$ cat src/rtl/fcsc_defines.vh
`ifndef FCSC_DEFINES_VH
`define FCSC_DEFINES_VH
// software register byte offsets
`define FCSC_REG_CTRL 4'h0
`define FCSC_REG_ADDR 4'h4
`define FCSC_REG_WDATA 4'h8
`define FCSC_REG_STAT 4'hC
// control word fields
`define FCSC_CTRL_CMD_LSB 0
`define FCSC_CTRL_CMD_MSB 2
`define FCSC_CTRL_BYTE_BIT 4
`define FCSC_CTRL_GO_BIT 8
// host commands
`define FCSC_CMD_RESET 3'h0
`define FCSC_CMD_RESET_UNL 3'h1
`define FCSC_CMD_IDENT 3'h2
`define FCSC_CMD_PROG 3'h3
`define FCSC_CMD_READ 3'h4
`define FCSC_CMD_POLL 3'h5
// flash command codes
`define FCSC_D_UNLOCK1 8'hAA
`define FCSC_D_UNLOCK2 8'h55
`define FCSC_D_RESET 8'hF0
`define FCSC_D_IDENT 8'h90
`define FCSC_D_PROG 8'hA0
// unlock addresses per organisation
`define FCSC_A_UNL1_BYTE 20'h00AAA
`define FCSC_A_UNL2_BYTE 20'h00555
`define FCSC_A_UNL1_WORD 20'h00555
`define FCSC_A_UNL2_WORD 20'h002AA
// status bit positions
`define FCSC_BIT_POLL 7
`define FCSC_BIT_TOG 6
`define FCSC_BIT_ERR 5
`define FCSC_BIT_TIMER 3
`define FCSC_BIT_ETOG 2
// timing
`define FCSC_CLK_MHZ 200
`define FCSC_RESET_WAIT_US 10
`define FCSC_RESET_WAIT_CYC (`FCSC_RESET_WAIT_US * `FCSC_CLK_MHZ)
// strobe phase length in clocks
`define FCSC_PHASE_CYC 20
`endif

$ cat src/rtl/fcsc_strobe.v
`include "fcsc_defines.vh"
`timescale 1ns/1ps
`default_nettype none
// one asynchronous bus cycle: setup, strobe low, hold
module fcsc_strobe #(
    parameter PHASE = `FCSC_PHASE_CYC
) (
    input wire ref_clk_in,
    input wire sys_rst_in,
    input wire start_in,
    input wire write_in,
    input wire [15:0] dq_in,
    output reg busy_out,
    output reg ce_n_out,
    output reg oe_n_out,
    output reg we_n_out,
    output reg dq_oe_n_out,
    output reg [15:0] rdata_out,
    output reg done_out
);
    reg [1:0] ph_q;
    reg [7:0] cnt_q;
    reg wr_q;
    // phase 1 setup, 2 strobe low, 3 hold
    always @(posedge ref_clk_in) begin
        if (sys_rst_in) begin
            ph_q <= 2'h0;
            cnt_q <= 8'h00;
            wr_q <= 1'b0;
            busy_out <= 1'b0;
            ce_n_out <= 1'b1;
            oe_n_out <= 1'b1;
            we_n_out <= 1'b1;
            dq_oe_n_out <= 1'b1;
            rdata_out <= 16'h0000;
            done_out <= 1'b0;
        end else begin
            done_out <= 1'b0;
            if (ph_q == 2'h0) begin
                if (start_in) begin
                    ph_q <= 2'h1;
                    cnt_q <= 8'h00;
                    wr_q <= write_in;
                    busy_out <= 1'b1;
                    ce_n_out <= 1'b0;
                    dq_oe_n_out <= ~write_in;
                end
            end else if (cnt_q != PHASE[7:0] - 8'h01) begin
                cnt_q <= cnt_q + 8'h01;
            end else begin
                cnt_q <= 8'h00;
                case (ph_q)
                    2'h1: begin
                        ph_q <= 2'h2;
                        // address latched at this falling strobe edge
                        we_n_out <= ~wr_q;
                        oe_n_out <= wr_q;
                    end
                    2'h2: begin
                        ph_q <= 2'h3;
                        // data latched by the device at the rising edge
                        we_n_out <= 1'b1;
                        oe_n_out <= 1'b1;
                        if (!wr_q)
                            rdata_out <= dq_in;
                    end
                    default: begin
                        ph_q <= 2'h0;
                        ce_n_out <= 1'b1;
                        dq_oe_n_out <= 1'b1;
                        busy_out <= 1'b0;
                        done_out <= 1'b1;
                    end
                endcase
            end
        end
    end
endmodule
`default_nettype wire

$ cat src/rtl/fcsc_host.v
// Overview of operation
// - first unlock writes AAh to organisation address
// - second unlock writes 55h to organisation address
// - unlock pair in cycles one/two or four/five
// - wait 10 us after reset from erase
// - identification: unlock pair then 90h
// - program: unlock, A0h, then address/data
//
// The Avalon-MM interface to the registers and the register offsets were left to the implementer.
`include "fcsc_defines.vh"
`timescale 1ns/1ps
`default_nettype none
module fcsc_host #(
    parameter RESET_WAIT = `FCSC_RESET_WAIT_CYC,
    parameter POLL_MAX = 32'h00FFFFFF
) (
    input wire ref_clk_in,
    input wire sys_rst_in,
    input wire [3:0] avs_address_in,
    input wire avs_read_in,
    input wire avs_write_in,
    input wire [31:0] avs_writedata_in,
    output reg [31:0] avs_readdata_out,
    output wire avs_waitrequest_out,
    output wire [19:0] flash_addr_out,
    output wire flash_byte_n_out,
    output wire flash_ce_n_out,
    output wire flash_oe_n_out,
    output wire flash_we_n_out,
    input wire [15:0] flash_dq_in,
    output wire [15:0] flash_dq_out,
    output wire flash_dq_oe_n_out
);
    localparam S_IDLE = 3'h0;
    localparam S_ISSUE = 3'h1;
    localparam S_WAIT = 3'h2;
    localparam S_POLL = 3'h3;
    localparam S_HOLD = 3'h4;

    reg [2:0] state_q;
    reg [2:0] cmd_q;
    reg byte_q;
    reg [19:0] addr_q;
    reg [15:0] wdata_q;
    reg [19:0] fa_q;
    reg [15:0] fd_q;
    reg [2:0] step_q;
    reg wr_q;
    reg go_q;
    reg busy_q;
    reg err_q;
    reg timeout_q;
    reg [15:0] rdata_q;
    reg [15:0] prev_q;
    reg prev_ok_q;
    reg [31:0] cnt_q;
    reg erase_mode_q;
    reg [7:0] ack_q;

    wire sb_busy;
    wire sb_done;
    wire [15:0] sb_rdata;
    reg [2:0] nsteps;
    reg [19:0] step_a;
    reg [15:0] step_d;
    reg step_w;
    wire [19:0] a_unl1;
    wire [19:0] a_unl2;
    wire [15:0] diff;

    // organisation picks unlock addresses; upper lines driven zero
    assign a_unl1 = byte_q ? `FCSC_A_UNL1_BYTE : `FCSC_A_UNL1_WORD;
    assign a_unl2 = byte_q ? `FCSC_A_UNL2_BYTE : `FCSC_A_UNL2_WORD;
    assign diff = sb_rdata ^ prev_q;

    // bus sequence per command; unlock always in cycles one and two
    always @* begin
        nsteps = 3'h1;
        step_a = addr_q;
        step_d = 16'h0000;
        step_w = 1'b1;
        case (cmd_q)
            `FCSC_CMD_RESET: begin
                step_d = {8'h00, `FCSC_D_RESET};
            end
            `FCSC_CMD_RESET_UNL, `FCSC_CMD_IDENT, `FCSC_CMD_PROG: begin
                nsteps = (cmd_q == `FCSC_CMD_PROG) ? 3'h4 : 3'h3;
                case (step_q)
                    3'h0: begin
                        step_a = a_unl1;
                        step_d = {8'h00, `FCSC_D_UNLOCK1};
                    end
                    3'h1: begin
                        step_a = a_unl2;
                        step_d = {8'h00, `FCSC_D_UNLOCK2};
                    end
                    3'h2: begin
                        step_a = a_unl1;
                        if (cmd_q == `FCSC_CMD_IDENT)
                            step_d = {8'h00, `FCSC_D_IDENT};
                        else if (cmd_q == `FCSC_CMD_PROG)
                            step_d = {8'h00, `FCSC_D_PROG};
                        else
                            step_d = {8'h00, `FCSC_D_RESET};
                    end
                    default: begin
                        // address and data held across strobe
                        step_a = addr_q;
                        step_d = wdata_q;
                    end
                endcase
            end
            default: begin
                // plain read: array, id codes or protection
                step_w = 1'b0;
            end
        endcase
    end

    fcsc_strobe u_strobe (
        .ref_clk_in(ref_clk_in),
        .sys_rst_in(sys_rst_in),
        .start_in(state_q == S_ISSUE),
        .write_in(step_w), // wr_q only updates at this same edge
        .dq_in(flash_dq_in),
        .busy_out(sb_busy),
        .ce_n_out(flash_ce_n_out),
        .oe_n_out(flash_oe_n_out),
        .we_n_out(flash_we_n_out),
        .dq_oe_n_out(flash_dq_oe_n_out),
        .rdata_out(sb_rdata),
        .done_out(sb_done)
    );

    assign flash_addr_out = fa_q;
    assign flash_dq_out = fd_q;
    assign flash_byte_n_out = ~byte_q;

    // avalon slave: one wait cycle, answer on second cycle
    assign avs_waitrequest_out = (avs_read_in | avs_write_in) & ~ack_q[0];

    always @(posedge ref_clk_in) begin
        if (sys_rst_in) begin
            ack_q <= 8'h00;
            avs_readdata_out <= 32'h00000000;
        end else begin
            ack_q <= {7'h00, (avs_read_in | avs_write_in) & ~ack_q[0]};
            if (avs_read_in) begin
                case (avs_address_in)
                    `FCSC_REG_CTRL:
                        avs_readdata_out <= {27'h0, byte_q, 1'b0, cmd_q};
                    `FCSC_REG_ADDR:
                        avs_readdata_out <= {12'h000, addr_q};
                    `FCSC_REG_WDATA:
                        avs_readdata_out <= {16'h0000, wdata_q};
                    `FCSC_REG_STAT:
                        avs_readdata_out <= {busy_q, err_q, timeout_q,
                            erase_mode_q, 12'h000, rdata_q};
                    default:
                        avs_readdata_out <= 32'h00000000;
                endcase
            end
        end
    end

    // command sequencer
    always @(posedge ref_clk_in) begin
        if (sys_rst_in) begin
            state_q <= S_IDLE;
            cmd_q <= `FCSC_CMD_READ;
            byte_q <= 1'b0;
            addr_q <= 20'h00000;
            wdata_q <= 16'h0000;
            fa_q <= 20'h00000;
            fd_q <= 16'h0000;
            step_q <= 3'h0;
            wr_q <= 1'b0;
            go_q <= 1'b0;
            busy_q <= 1'b0;
            err_q <= 1'b0;
            timeout_q <= 1'b0;
            rdata_q <= 16'h0000;
            prev_q <= 16'h0000;
            prev_ok_q <= 1'b0;
            cnt_q <= 32'h00000000;
            erase_mode_q <= 1'b0;
        end else begin
            go_q <= 1'b0;
            if (avs_write_in && ack_q[0] && !busy_q) begin
                case (avs_address_in)
                    `FCSC_REG_CTRL: begin
                        cmd_q <= avs_writedata_in[`FCSC_CTRL_CMD_MSB:
                            `FCSC_CTRL_CMD_LSB];
                        byte_q <= avs_writedata_in[`FCSC_CTRL_BYTE_BIT];
                        go_q <= avs_writedata_in[`FCSC_CTRL_GO_BIT];
                        // software flags an erase left running elsewhere
                        erase_mode_q <= avs_writedata_in[31];
                    end
                    `FCSC_REG_ADDR: addr_q <= avs_writedata_in[19:0];
                    `FCSC_REG_WDATA: wdata_q <= avs_writedata_in[15:0];
                    default: begin
                    end
                endcase
            end
            case (state_q)
                S_IDLE: begin
                    if (go_q) begin
                        busy_q <= 1'b1;
                        err_q <= 1'b0;
                        timeout_q <= 1'b0;
                        step_q <= 3'h0;
                        prev_ok_q <= 1'b0;
                        state_q <= S_ISSUE;
                    end
                end
                S_ISSUE: begin
                    fa_q <= step_a;
                    fd_q <= step_d;
                    wr_q <= step_w;
                    state_q <= S_WAIT;
                end
                S_WAIT: begin
                    if (sb_done) begin
                        if (!wr_q)
                            rdata_q <= sb_rdata;
                        if (step_q + 3'h1 < nsteps) begin
                            step_q <= step_q + 3'h1;
                            state_q <= S_ISSUE;
                        end else if (cmd_q == `FCSC_CMD_PROG ||
                                cmd_q == `FCSC_CMD_POLL) begin
                            // poll status by toggle bit
                            cmd_q <= `FCSC_CMD_POLL;
                            step_q <= 3'h0;
                            // count polls from the first one only
                            if (cmd_q == `FCSC_CMD_PROG)
                                cnt_q <= 32'h00000000;
                            state_q <= S_ISSUE;
                            if (cmd_q == `FCSC_CMD_POLL)
                                state_q <= S_POLL;
                        end else if ((cmd_q == `FCSC_CMD_RESET ||
                                cmd_q == `FCSC_CMD_RESET_UNL) &&
                                erase_mode_q) begin
                            // array not valid until wait elapses
                            cnt_q <= 32'h00000000;
                            state_q <= S_HOLD;
                        end else begin
                            busy_q <= 1'b0;
                            state_q <= S_IDLE;
                        end
                    end
                end
                S_POLL: begin
                    prev_q <= rdata_q;
                    prev_ok_q <= 1'b1;
                    cnt_q <= cnt_q + 32'h00000001;
                    if (prev_ok_q && !diff[`FCSC_BIT_TOG]) begin
                        // toggling stopped: operation over
                        busy_q <= 1'b0;
                        state_q <= S_IDLE;
                    end else if (prev_ok_q && diff[`FCSC_BIT_TOG] &&
                            prev_q[`FCSC_BIT_ERR] &&
                            rdata_q[`FCSC_BIT_ERR]) begin
                        // two toggling reads with the flag: array data
                        // after completion can carry a stray bit five
                        // error flag seen while busy
                        err_q <= 1'b1;
                        busy_q <= 1'b0;
                        state_q <= S_IDLE;
                    end else if (cnt_q == POLL_MAX) begin
                        timeout_q <= 1'b1;
                        busy_q <= 1'b0;
                        state_q <= S_IDLE;
                    end else begin
                        state_q <= S_ISSUE;
                    end
                end
                S_HOLD: begin
                    cnt_q <= cnt_q + 32'h00000001;
                    if (cnt_q == RESET_WAIT - 1) begin
                        erase_mode_q <= 1'b0;
                        busy_q <= 1'b0;
                        state_q <= S_IDLE;
                    end
                end
                default: state_q <= S_IDLE;
            endcase
        end
    end
endmodule
`default_nettype wire

$ cat config.mk
export PLATFORM = sky130hd
export DESIGN_NAME = fcsc_host
export DESIGN_NICKNAME = d
export VERILOG_FILES = /design/src/rtl/fcsc_strobe.v /design/src/rtl/fcsc_host.v
export VERILOG_INCLUDE_DIRS = /design/src /design/src/rtl
export SDC_FILE = /design/constraint.sdc
export NUM_CORES = 1
export LEC_CHECK = 0
export ABC_AREA = 1
export BUFFER_PORTS_ARGS = -buffer_cell sky130_fd_sc_hd__clkbuf_2
export CAP_MARGIN = 20
export CELL_PAD_IN_SITES_DETAIL_PLACEMENT = 1
export CELL_PAD_IN_SITES_GLOBAL_PLACEMENT = 2
export CORE_AREA = 2 2 165 167
export CTS_BUF_LIST = sky130_fd_sc_hd__clkbuf_8
export DETAILED_ROUTE_END_ITERATION = 6
export DIE_AREA = 0 0 167 169
export GPL_ROUTABILITY_DRIVEN = 0
export PLACE_DENSITY = 0.95
export SYNTH_ARGS = -nofsm -noshare
export SYNTH_HDL_FRONTEND = slang
export SYNTH_HIERARCHICAL = 1
export SYNTH_SLANG_ARGS = --single-unit
$ cat constraint.sdc
create_clock -name ref_clk_in -period 3.35 [get_ports ref_clk_in]
set_input_delay 0.335 -clock ref_clk_in [delete_from_list [all_inputs] [get_ports ref_clk_in]]
set_output_delay 0.335 -clock ref_clk_in [all_outputs]
set_load 0.01 [all_outputs]
==> results of run 1 <==
-- path summary, 6_finish.rpt --
path | to | cells past startpoint | start | slack (ns)
max | cnt_q[0]$_SDFFE_PP0P_ | 10 | step_q[0]$_SDFFE_PP0P_ | 0.73
min | addr_q[16]$_SDFFE_PP0P_ | 3 | avs_writedata_in[16] | 0.04
max reg2reg | cnt_q[0]$_SDFFE_PP0P_ | 10 | step_q[0]$_SDFFE_PP0P_ | 0.73
min reg2reg | flash_dq_out[11]$_SDFFE_PP0P_ | 2 | flash_dq_out[11]$_SDFFE_PP0P_ | 0.48
-- registers in the layout, indices dropped and copies added (netlist names), 2 cells and up --
register and flops:
addr_q 20, avs_readdata_out 24, cmd_q 3, cnt_q 32, flash_addr_out 20, flash_dq_out 16
prev_q 2, rdata_q 16, state_q 3, step_q 3, u_strobe/cnt_q 8, u_strobe/ph_q 2
u_strobe/rdata_out 16, wdata_q 16
-- report_power, final --
part           switching, µW  total, µW  internal (µW)
registers               63.9       2480           2410
clock network           1120       1760            635
logic                    571        783            213
-- stage by stage --
| step | instances | area, µm² | power (µW) |
|---|---|---|---|
| final | 1763 | 10600 | 5020 |
| after global routing | 1763 | 10600 | 5260 |
| after CTS | 1763 | 10600 | 5070 |
| after detailed placement | 1731 | 10200 | 3310 |
| after global placement | 1731 | 10200 | 3290 |
| after floorplan | 1330 | 9420 | 3070 |
-- worst max-delay path: stages (launching register included) --
cell       delay, ns
dfxtp_1         0.48
ha_1            0.20
xor2_1          0.20
ha_1            0.27
a21oi_1         0.18
a21boi_2        0.27
nand2_2         0.12
o2111ai_4       0.08
buf_4           0.48
nand2_1         0.12
a21oi_1         0.14
-- routing by layer --
layer	vias to the layer above	wire, µm	GRT usage
met2	173	13800	0.352
li1	4477	-	-
met4	0	743	0.0656
met5	-	0	0
met3	42	989	0.0318
met1	4288	13900	0.279
-- cell type report --
type	count	area (µm²)	area share
Clock inverter	15	239	0.0225
Sequential cell	196	3920	0.369
Multi-Input combinational cell	958	4740	0.446
Clock buffer	17	234	0.0220
Timing Repair Buffer	119	621	0.0584
Tap cell	341	427	0.0401
Inverter	117	444	0.0418
==> impl_metrics.py, run 1 <==
metrics = {
    "timing": {
        "min_period_over_period": 0.782,
        "slew_headroom": 0.395,
        "layout_setup_ws_ns": 0.731,
        "worst_pin_slew_ns": 0.908,
        "grt_setup_unrepaired": "false",
        "finalSetupViolCount": 0,
        "hold_viol": 0,
        "slew_viol_final": 0,
        "fin_skew_ns": 0.0358,
        "fin_setup_tns_ns": 0,
        "fin_hold_ws_ns": 0.0440,
        "post-route-min-period_ns": 2.62,
        "fmax_mhz": 382,
    },
    "die": {
        "ioPinCount": 130,
        "die_w_um": 167,
        "initial_core_util": 0.355,
        "die-area_um2": 28200,
        "core_um2": 26500,
        "rows": 60,
        "die_h_um": 169,
    },
    "grt": {
        "overflow": 0,
        "antenna_found_initial": 0,
        "grt_pass1_vias": 9240,
        "grt_first_pass_wirelength_mm": 48.0,
        "grt_max_degree": 61,
        "grt_usage": 0.210,
    },
    "final_layout": {
        "fin_nets": 1475,
        "final_common_cell": "nand2_1",
        "syn_to_final_growth_pct": 13.2,
        "drive_gt1_frac": 0.182,
        "nFillCells": 3385,
        "final_cell_mix": "311 x nand2_1, 196 x dfxtp_1, 164 x nor2_1, 112 x a21oi_1, 109 x clkbuf_2",
        "diodes": 0,
        "fin_util": 0.401,
    },
    "setup_path": {
        "worstPathRequired_ns": 3.77,
        "critPathLaunchType": "register",
        "critPathMaxFanout": 32,
        "crit_type": "reg2reg",
        "worstPathArrival_ns": 3.04,
        "end_kind": "register",
    },
    "detailed_routing": {
        "firstDrtPassIters": 5,
        "drc": 0,
        "first_iter_violations": 620,
        "detail-route-antenna-nets": 0,
        "routed_wl_mm": 29.4,
        "viasPerCell": 5.09,
        "vias": 8980,
        "routedWlPerCell_um": 16.7,
    },
    "place": {
        "place_worst_setup_slack_ns": 0.740,
        "io_buffers": 110,
        "dp_hpwl_mm": 21.7,
    },
    "cts": {
        "tritoncts": "done",
        "ctsLongestPathBuffers": 2,
        "cts_buffers": 17,
        "post_cts_resized": 0,
        "hold_buffers": 0,
        "clock_sinks": 196,
        "post_cts_buffers": 0,
        "clk_pin_slew_worst_paths_ns": 0.15,
        "h-tree-depth": 4,
        "clock_latency_ns": 0.51,
        "root_buffer": "clkbuf_8",
    },
    "power_and_ir_drop": {
        "irDropWorstVdd_uv": 242,
        "power_density_nw_per_um2": 472,
        "p_leak_uw": 0.00421,
    },
    "logic_synthesis": {
        "syn_inst": 1323,
        "avgSynthCellArea_um2": 7.10,
        "ys_warn_count": 6,
        "syn-cell-area_um2": 9400,
    },
    "run": {
        "max_cap_viol_count": 0,
    },
    "status": {
        "status": "complete, no violations",
    },
    "worst_hold_path": {
        "hp-class": "in2reg",
    },
}
Power figures use the tool's default switching activity.
==> run 2: changes to the inputs <==
CORE_AREA = 2 2 181 183   (was 2 2 165 167)
DIE_AREA = 0 0 183 185   (was 0 0 167 169)
PLACE_DENSITY = 0.88   (was 0.95)
clock period = 2.3 ns   (was 3.35 ns; I/O delays follow)
==> run 2 against run 1 <==
Compared with the run above: sequential share of layout area decreased by 1.7 points; global-route usage decreased by 3.1 points; critical path depth unchanged; total power rose by 46%; die area is 20% higher; wire length up 3.8%; critical endpoint is now cnt_q[21]$_SDFFE_PP0P_.
==> impl_metrics.py, run 2 (synthesized netlist as in run 1, its figures left out) <==
metrics = {
    "detailed_routing": {
        "firstDrtPassIters": 4,
        "drc": 0,
        "first_iter_violations": 569,
        "viasPerCell": 4.91,
        "vias": 9185,
        "detail-route-antenna-nets": 0,
        "routed_wl_mm": 30.5,
        "routedWlPerCell_um": 16.3,
    },
    "worst_hold_path": {
        "hold_start": "flash_dq_in[7]",
        "hold_path_depth": 3,
        "worstHoldEndpoint": "u_strobe/rdata_out[7]$_SDFFE_PP0P_",
        "hp-class": "in2reg",
    },
    "setup_path": {
        "critPathMaxFanout": 8,
        "critPathLaunchType": "register",
        "path_cells": "ha_4, xor2_2, ha_1, a21oi_2, a21boi_4, nand2_2, o2111ai_4, clkbuf_16, nand2_2, a21oi_2",
        "slowest_stage": "dfxtp_4",
        "timing.reg2reg.setup_slack_ns": 0.10,
        "critPathBufInv": 1,
        "end_kind": "register",
        "r2r-start": "step_q[0]$_SDFFE_PP0P_",
        "worstPathArrival_ns": 2.61,
        "slowest_delay_ns": 0.38,
        "reg2regPathDepth": 10,
        "worstPathRequired_ns": 2.71,
        "crit_type": "reg2reg",
        "crit_family": "compound AO/OA/AOI/OAI gates",
        "critPathLaunch": "step_q[0]$_SDFFE_PP0P_",
        "r2r_end": "cnt_q[21]$_SDFFE_PP0P_",
    },
    "grt": {
        "grt_pass1_vias": 9135,
        "grtUsageMet3": 0.0260,
        "top_usage_layer": "met2",
        "antenna_found_initial": 0,
        "met2_usage": 0.292,
        "grt_max_degree": 56,
        "use_met1": 0.247,
        "grt_first_pass_wirelength_mm": 48.4,
        "grt_usage": 0.179,
        "overflow": 0,
    },
    "final_layout": {
        "final_common_cell": "nand2_1",
        "top_regs": "cnt_q x32, avs_readdata_out x24",
        "syn_to_final_growth_pct": 18.7,
        "final_cell_mix": "311 x nand2_1, 192 x dfxtp_1, 163 x nor2_1, 111 x a21oi_1, 109 x clkbuf_2",
        "drive_gt1_frac": 0.198,
        "largest_reg_flops": 32,
        "diodes": 0,
        "regMostFlops": "cnt_q",
        "fin_nets": 1514,
    },
    "die": {
        "die-area_um2": 33900,
        "die_w_um": 183,
        "die_h_um": 185,
        "ioPinCount": 130,
        "initial_core_util": 0.293,
        "core_um2": 32000,
        "rows": 66,
    },
    "timing": {
        "fin_skew_ns": 0.0173,
        "min_period_over_period": 0.955,
        "finalSetupViolCount": 0,
        "worst_pin_slew_ns": 0.894,
        "post-route-min-period_ns": 2.20,
        "grt_setup_unrepaired": "true",
        "hold_viol": 0,
        "slew_headroom": 0.404,
        "fmax_mhz": 455,
        "fin_hold_ws_ns": 0.0281,
        "fin_setup_tns_ns": 0,
        "slew_viol_final": 0,
    },
    "cts": {
        "ctsLongestPathBuffers": 2,
        "clock_latency_ns": 0.49,
        "cts_buffers": 17,
        "h-tree-depth": 4,
        "tritoncts": "done",
        "clk_pin_slew_worst_paths_ns": 0.12,
        "clock_sinks": 196,
        "root_buffer": "clkbuf_8",
    },
    "power_and_ir_drop": {
        "power_density_nw_per_um2": 655,
        "finalPower_uw": 7310,
        "irDropWorstVdd_uv": 364,
        "p_leak_uw": 0.00442,
    },
    "place": {
        "io_buffers": 110,
        "dp_hpwl_mm": 22.1,
    },
    "run": {
        "max_cap_viol_count": 0,
    },
    "status": {
        "status": "complete, no violations",
    },
}
==> run 2: final cells by class <==
cell class	instances	area [µm²]
Clock buffer	17	234
Clock inverter	15	201
Fill cell	4053	20900
Inverter	117	444
Multi-Input combinational cell	958	4790
Sequential cell	196	3930
Tap cell	408	510
Timing Repair Buffer	158	1040
==> run 2: timing repair <==
item	CTS	global route
buffers inserted	0	2
hold buffers	17	1
endpoints found under the setup margin	0	37
endpoints found under the hold margin	19	1
gates resized for setup	0	12
==> run 2: tightest hold or removal path: cells and delay by family <==
kind | cells | cell delay [ns]
AOI/OAI and AO/OA | 1 | 0.06
buffers and inverters | 1 | 0.10
and+or+nand+nor | 1 | 0.09
==> run 2: how the worst max path moves through the flow <==
stage / endpoint / depth (start not counted)
floorplan: cnt_q[26]$_SDFFE_PP0P_ / 10
global placement: cnt_q[1]$_SDFFE_PP0P_ / 10
detailed placement: cnt_q[0]$_SDFFE_PP0P_ / 10
CTS: cnt_q[27]$_SDFFE_PP0P_ / 10
global route: cnt_q[13]$_SDFFE_PP0P_ / 11
finish: cnt_q[21]$_SDFFE_PP0P_ / 10
==> run 2: power by group <==
| part | switching (µW) | internal, µW |
|---|---|---|
| logic | 863 | 422 |
| registers | 83.8 | 3520 |
| clock network | 1480 | 942 |
| total | 2430 | 4880 |
==> run 2: through the flow <==
step | cells | setup slack (ns) | area [µm²] | utilization
after CTS | 1864 | 0.0230 | 11000 | 0.344
after global routing | 1869 | -0.00554 | 11200 | 0.348
final | 1869 | 0.104 | 11200 | 0.348
after floorplan | 1330 | 0.278 | 9420 | -
after global placement | 1815 | 0.146 | 10400 | 0.325
after detailed placement | 1815 | 0.0829 | 10400 | 0.325
==> run 2: routing by layer <==
metal  vias up  routed length (µm)
met4         0                 559
met5         -                   0
li1       4557                   -
met3        29                1000
met1      4423               15200
met2       176               13800
==> run 3: changes to the inputs <==
clock period = 2 ns   (was 2.3 ns; I/O delays follow)
==> run 3 against run 2 <==
Compared with the run above: design area rose by 2.6%; the run now ends with setup timing left; largest cell class unchanged; via count about the same; sequential power increased by 15%; total power up 15%; non-clock buffer count rose by 24; hold slack got worse by 0.00072 ns; utilization increased by 0.89 points.
==> impl_metrics.py, run 3 (synthesized netlist as in run 1, its figures left out) <==
metrics = {
    "status": {
        "status": "complete, but fails checks",
        "failed_checks": "setup timing",
    },
    "cts": {
        "h-tree-depth": 4,
        "clk_pin_slew_worst_paths_ns": 0.12,
        "tritoncts": "done",
        "clock_latency_ns": 0.48,
        "root_buffer": "clkbuf_8",
        "clock_sinks": 196,
        "cts_buffers": 17,
        "ctsLongestPathBuffers": 2,
    },
    "detailed_routing": {
        "viasPerCell": 4.86,
        "routed_wl_mm": 30.9,
        "detail-route-antenna-nets": 0,
        "first_iter_violations": 414,
        "vias": 9194,
        "firstDrtPassIters": 5,
        "routedWlPerCell_um": 16.3,
        "drc": 0,
    },
    "grt": {
        "grt_max_degree": 91,
        "grt_first_pass_wirelength_mm": 49.0,
        "overflow": 0,
        "antenna_found_initial": 0,
        "grt_pass1_vias": 9266,
        "grt_usage": 0.182,
    },
    "setup_path": {
        "end_kind": "register",
        "critPathMaxFanout": 8,
        "critPathLaunchType": "register",
        "worstPathArrival_ns": 2.54,
        "worstPathRequired_ns": 2.42,
        "crit_type": "reg2reg",
    },
    "worst_hold_path": {
        "hp-class": "in2reg",
    },
    "power_and_ir_drop": {
        "irDropWorstVdd_uv": 461,
        "p_sw_uw": 2830,
        "internal-power_uw": 5540,
        "switching_share": 0.339,
        "combPwrFrac": 0.185,
        "finalPower_uw": 8370,
        "power_density_nw_per_um2": 732,
        "p_leak_uw": 0.00456,
        "power_frac_seq": 0.494,
        "p_clk_frac": 0.320,
    },
    "place": {
        "place_area_um2": 10600,
        "dp_hpwl_mm": 22.5,
        "io_buffers": 110,
    },
    "final_layout": {
        "multi_input_area_um2": 4890,
        "drive_gt1_frac": 0.210,
        "regArea_um2": 3930,
        "syn_to_final_growth_pct": 21.8,
        "largest_reg_flops": 32,
        "final_area_um2": 11400,
        "final_cell_mix": "309 x nand2_1, 193 x dfxtp_1, 163 x nor2_1, 110 x a21oi_1, 109 x clkbuf_2",
        "fin_nets": 1538,
        "top_regs": "cnt_q x32, avs_readdata_out x24",
        "diodes": 0,
        "regMostFlops": "cnt_q",
        "final_common_cell": "nand2_1",
        "nFillCells": 4005,
    },
    "timing": {
        "hold_viol": 0,
        "layout_setup_ws_ns": -0.125,
        "slew_viol_final": 0,
        "worst_pin_slew_ns": 0.875,
        "slew_headroom": 0.416,
        "post-route-min-period_ns": 2.12,
        "min_period_over_period": 1.06,
        "fin_skew_ns": 0.0209,
        "finalSetupViolCount": 33,
        "fin_setup_tns_ns": -2.47,
        "fmax_mhz": 471,
        "grt_setup_unrepaired": "true",
    },
    "die": {
        "die-area_um2": 33900,
        "core_um2": 32000,
        "die_h_um": 185,
        "rows": 66,
        "ioPinCount": 130,
        "initial_core_util": 0.293,
        "die_w_um": 183,
    },
    "run": {
        "max_cap_viol_count": 0,
    },
}
==> run 3: what timing repair did <==
item	4_1_cts	5_1_grt
hold endpoints to repair	28	0
hold buffers	24	0
gates resized for setup	19	15
endpoints found under the setup margin	37	40
gates cloned	2	0
pin swaps	6	9
setup buffers	3	1
==> run 3: path summary, 6_finish.rpt <==
path | startpoint | end | slack [ns] | depth (start not counted)
setup / recovery | step_q[1]$_SDFFE_PP0P_ | cnt_q[23]$_SDFFE_PP0P_ | -0.12 | 10
setup reg to reg | step_q[1]$_SDFFE_PP0P_ | cnt_q[23]$_SDFFE_PP0P_ | -0.12 | 10
hold / removal | flash_dq_in[5] | u_strobe/rdata_out[5]$_SDFFE_PP0P_ | 0.03 | 3
hold reg to reg | timeout_q$_SDFFE_PP0P_ | avs_readdata_out[29]$_SDFFE_PP0P_ | 0.46 | 2
==> run 3: cell type report <==
type | count | share of cell area
clock buffer | 17 | 0.0204
clock inverter | 15 | 0.0156
inverter | 117 | 0.0388
multi-input combinational | 958 | 0.427
sequential | 196 | 0.344
tap | 408 | 0.0446
timing repair buffer | 182 | 0.109
==> run 3: power by group through the flow <==
stage	combinational, µW	clock (µW)	sequential (µW)
2_1_floorplan	901	0	4240
6_report	1550	2680	4140
3_3_place_gp	1430	0	4220
4_1_cts	1560	2790	4140
3_5_place_dp	1460	0	4230
5_1_grt	1710	2930	4160
==> run 3: per-stage QoR <==
step	hold slack (ns)	setup WS (ns)	utilization	instances
after CTS	0.000141	-0.166	0.355	1892
after global placement	0.433	-0.0539	0.329	1831
after floorplan	0.328	0.0119	-	1330
after global routing	0.00832	-0.248	0.357	1893
after detailed placement	0.440	-0.158	0.329	1831
final	0.0274	-0.125	0.357	1893
==> run 3: per-layer routing <==
| layer | wire length [µm] | track usage | vias to the layer above |
|---|---|---|---|
| met2 | 14400 | 0.302 | 149 |
| met3 | 847 | 0.0232 | 25 |
| met5 | 0 | 0 | - |
| li1 | - | - | 4593 |
| met1 | 15100 | 0.248 | 4427 |
| met4 | 478 | 0.0480 | 0 |
==> run 3: worst max-delay path, cell delays in order (launching register included) <==
cell       delay (ns)
dfxtp_4          0.38
ha_4             0.18
xor2_4           0.18
ha_4             0.24
a21oi_4          0.16
a21boi_4         0.21
nand2_2          0.10
o2111ai_4        0.16
clkbuf_16        0.27
nand2_2          0.06
a21oi_2          0.11
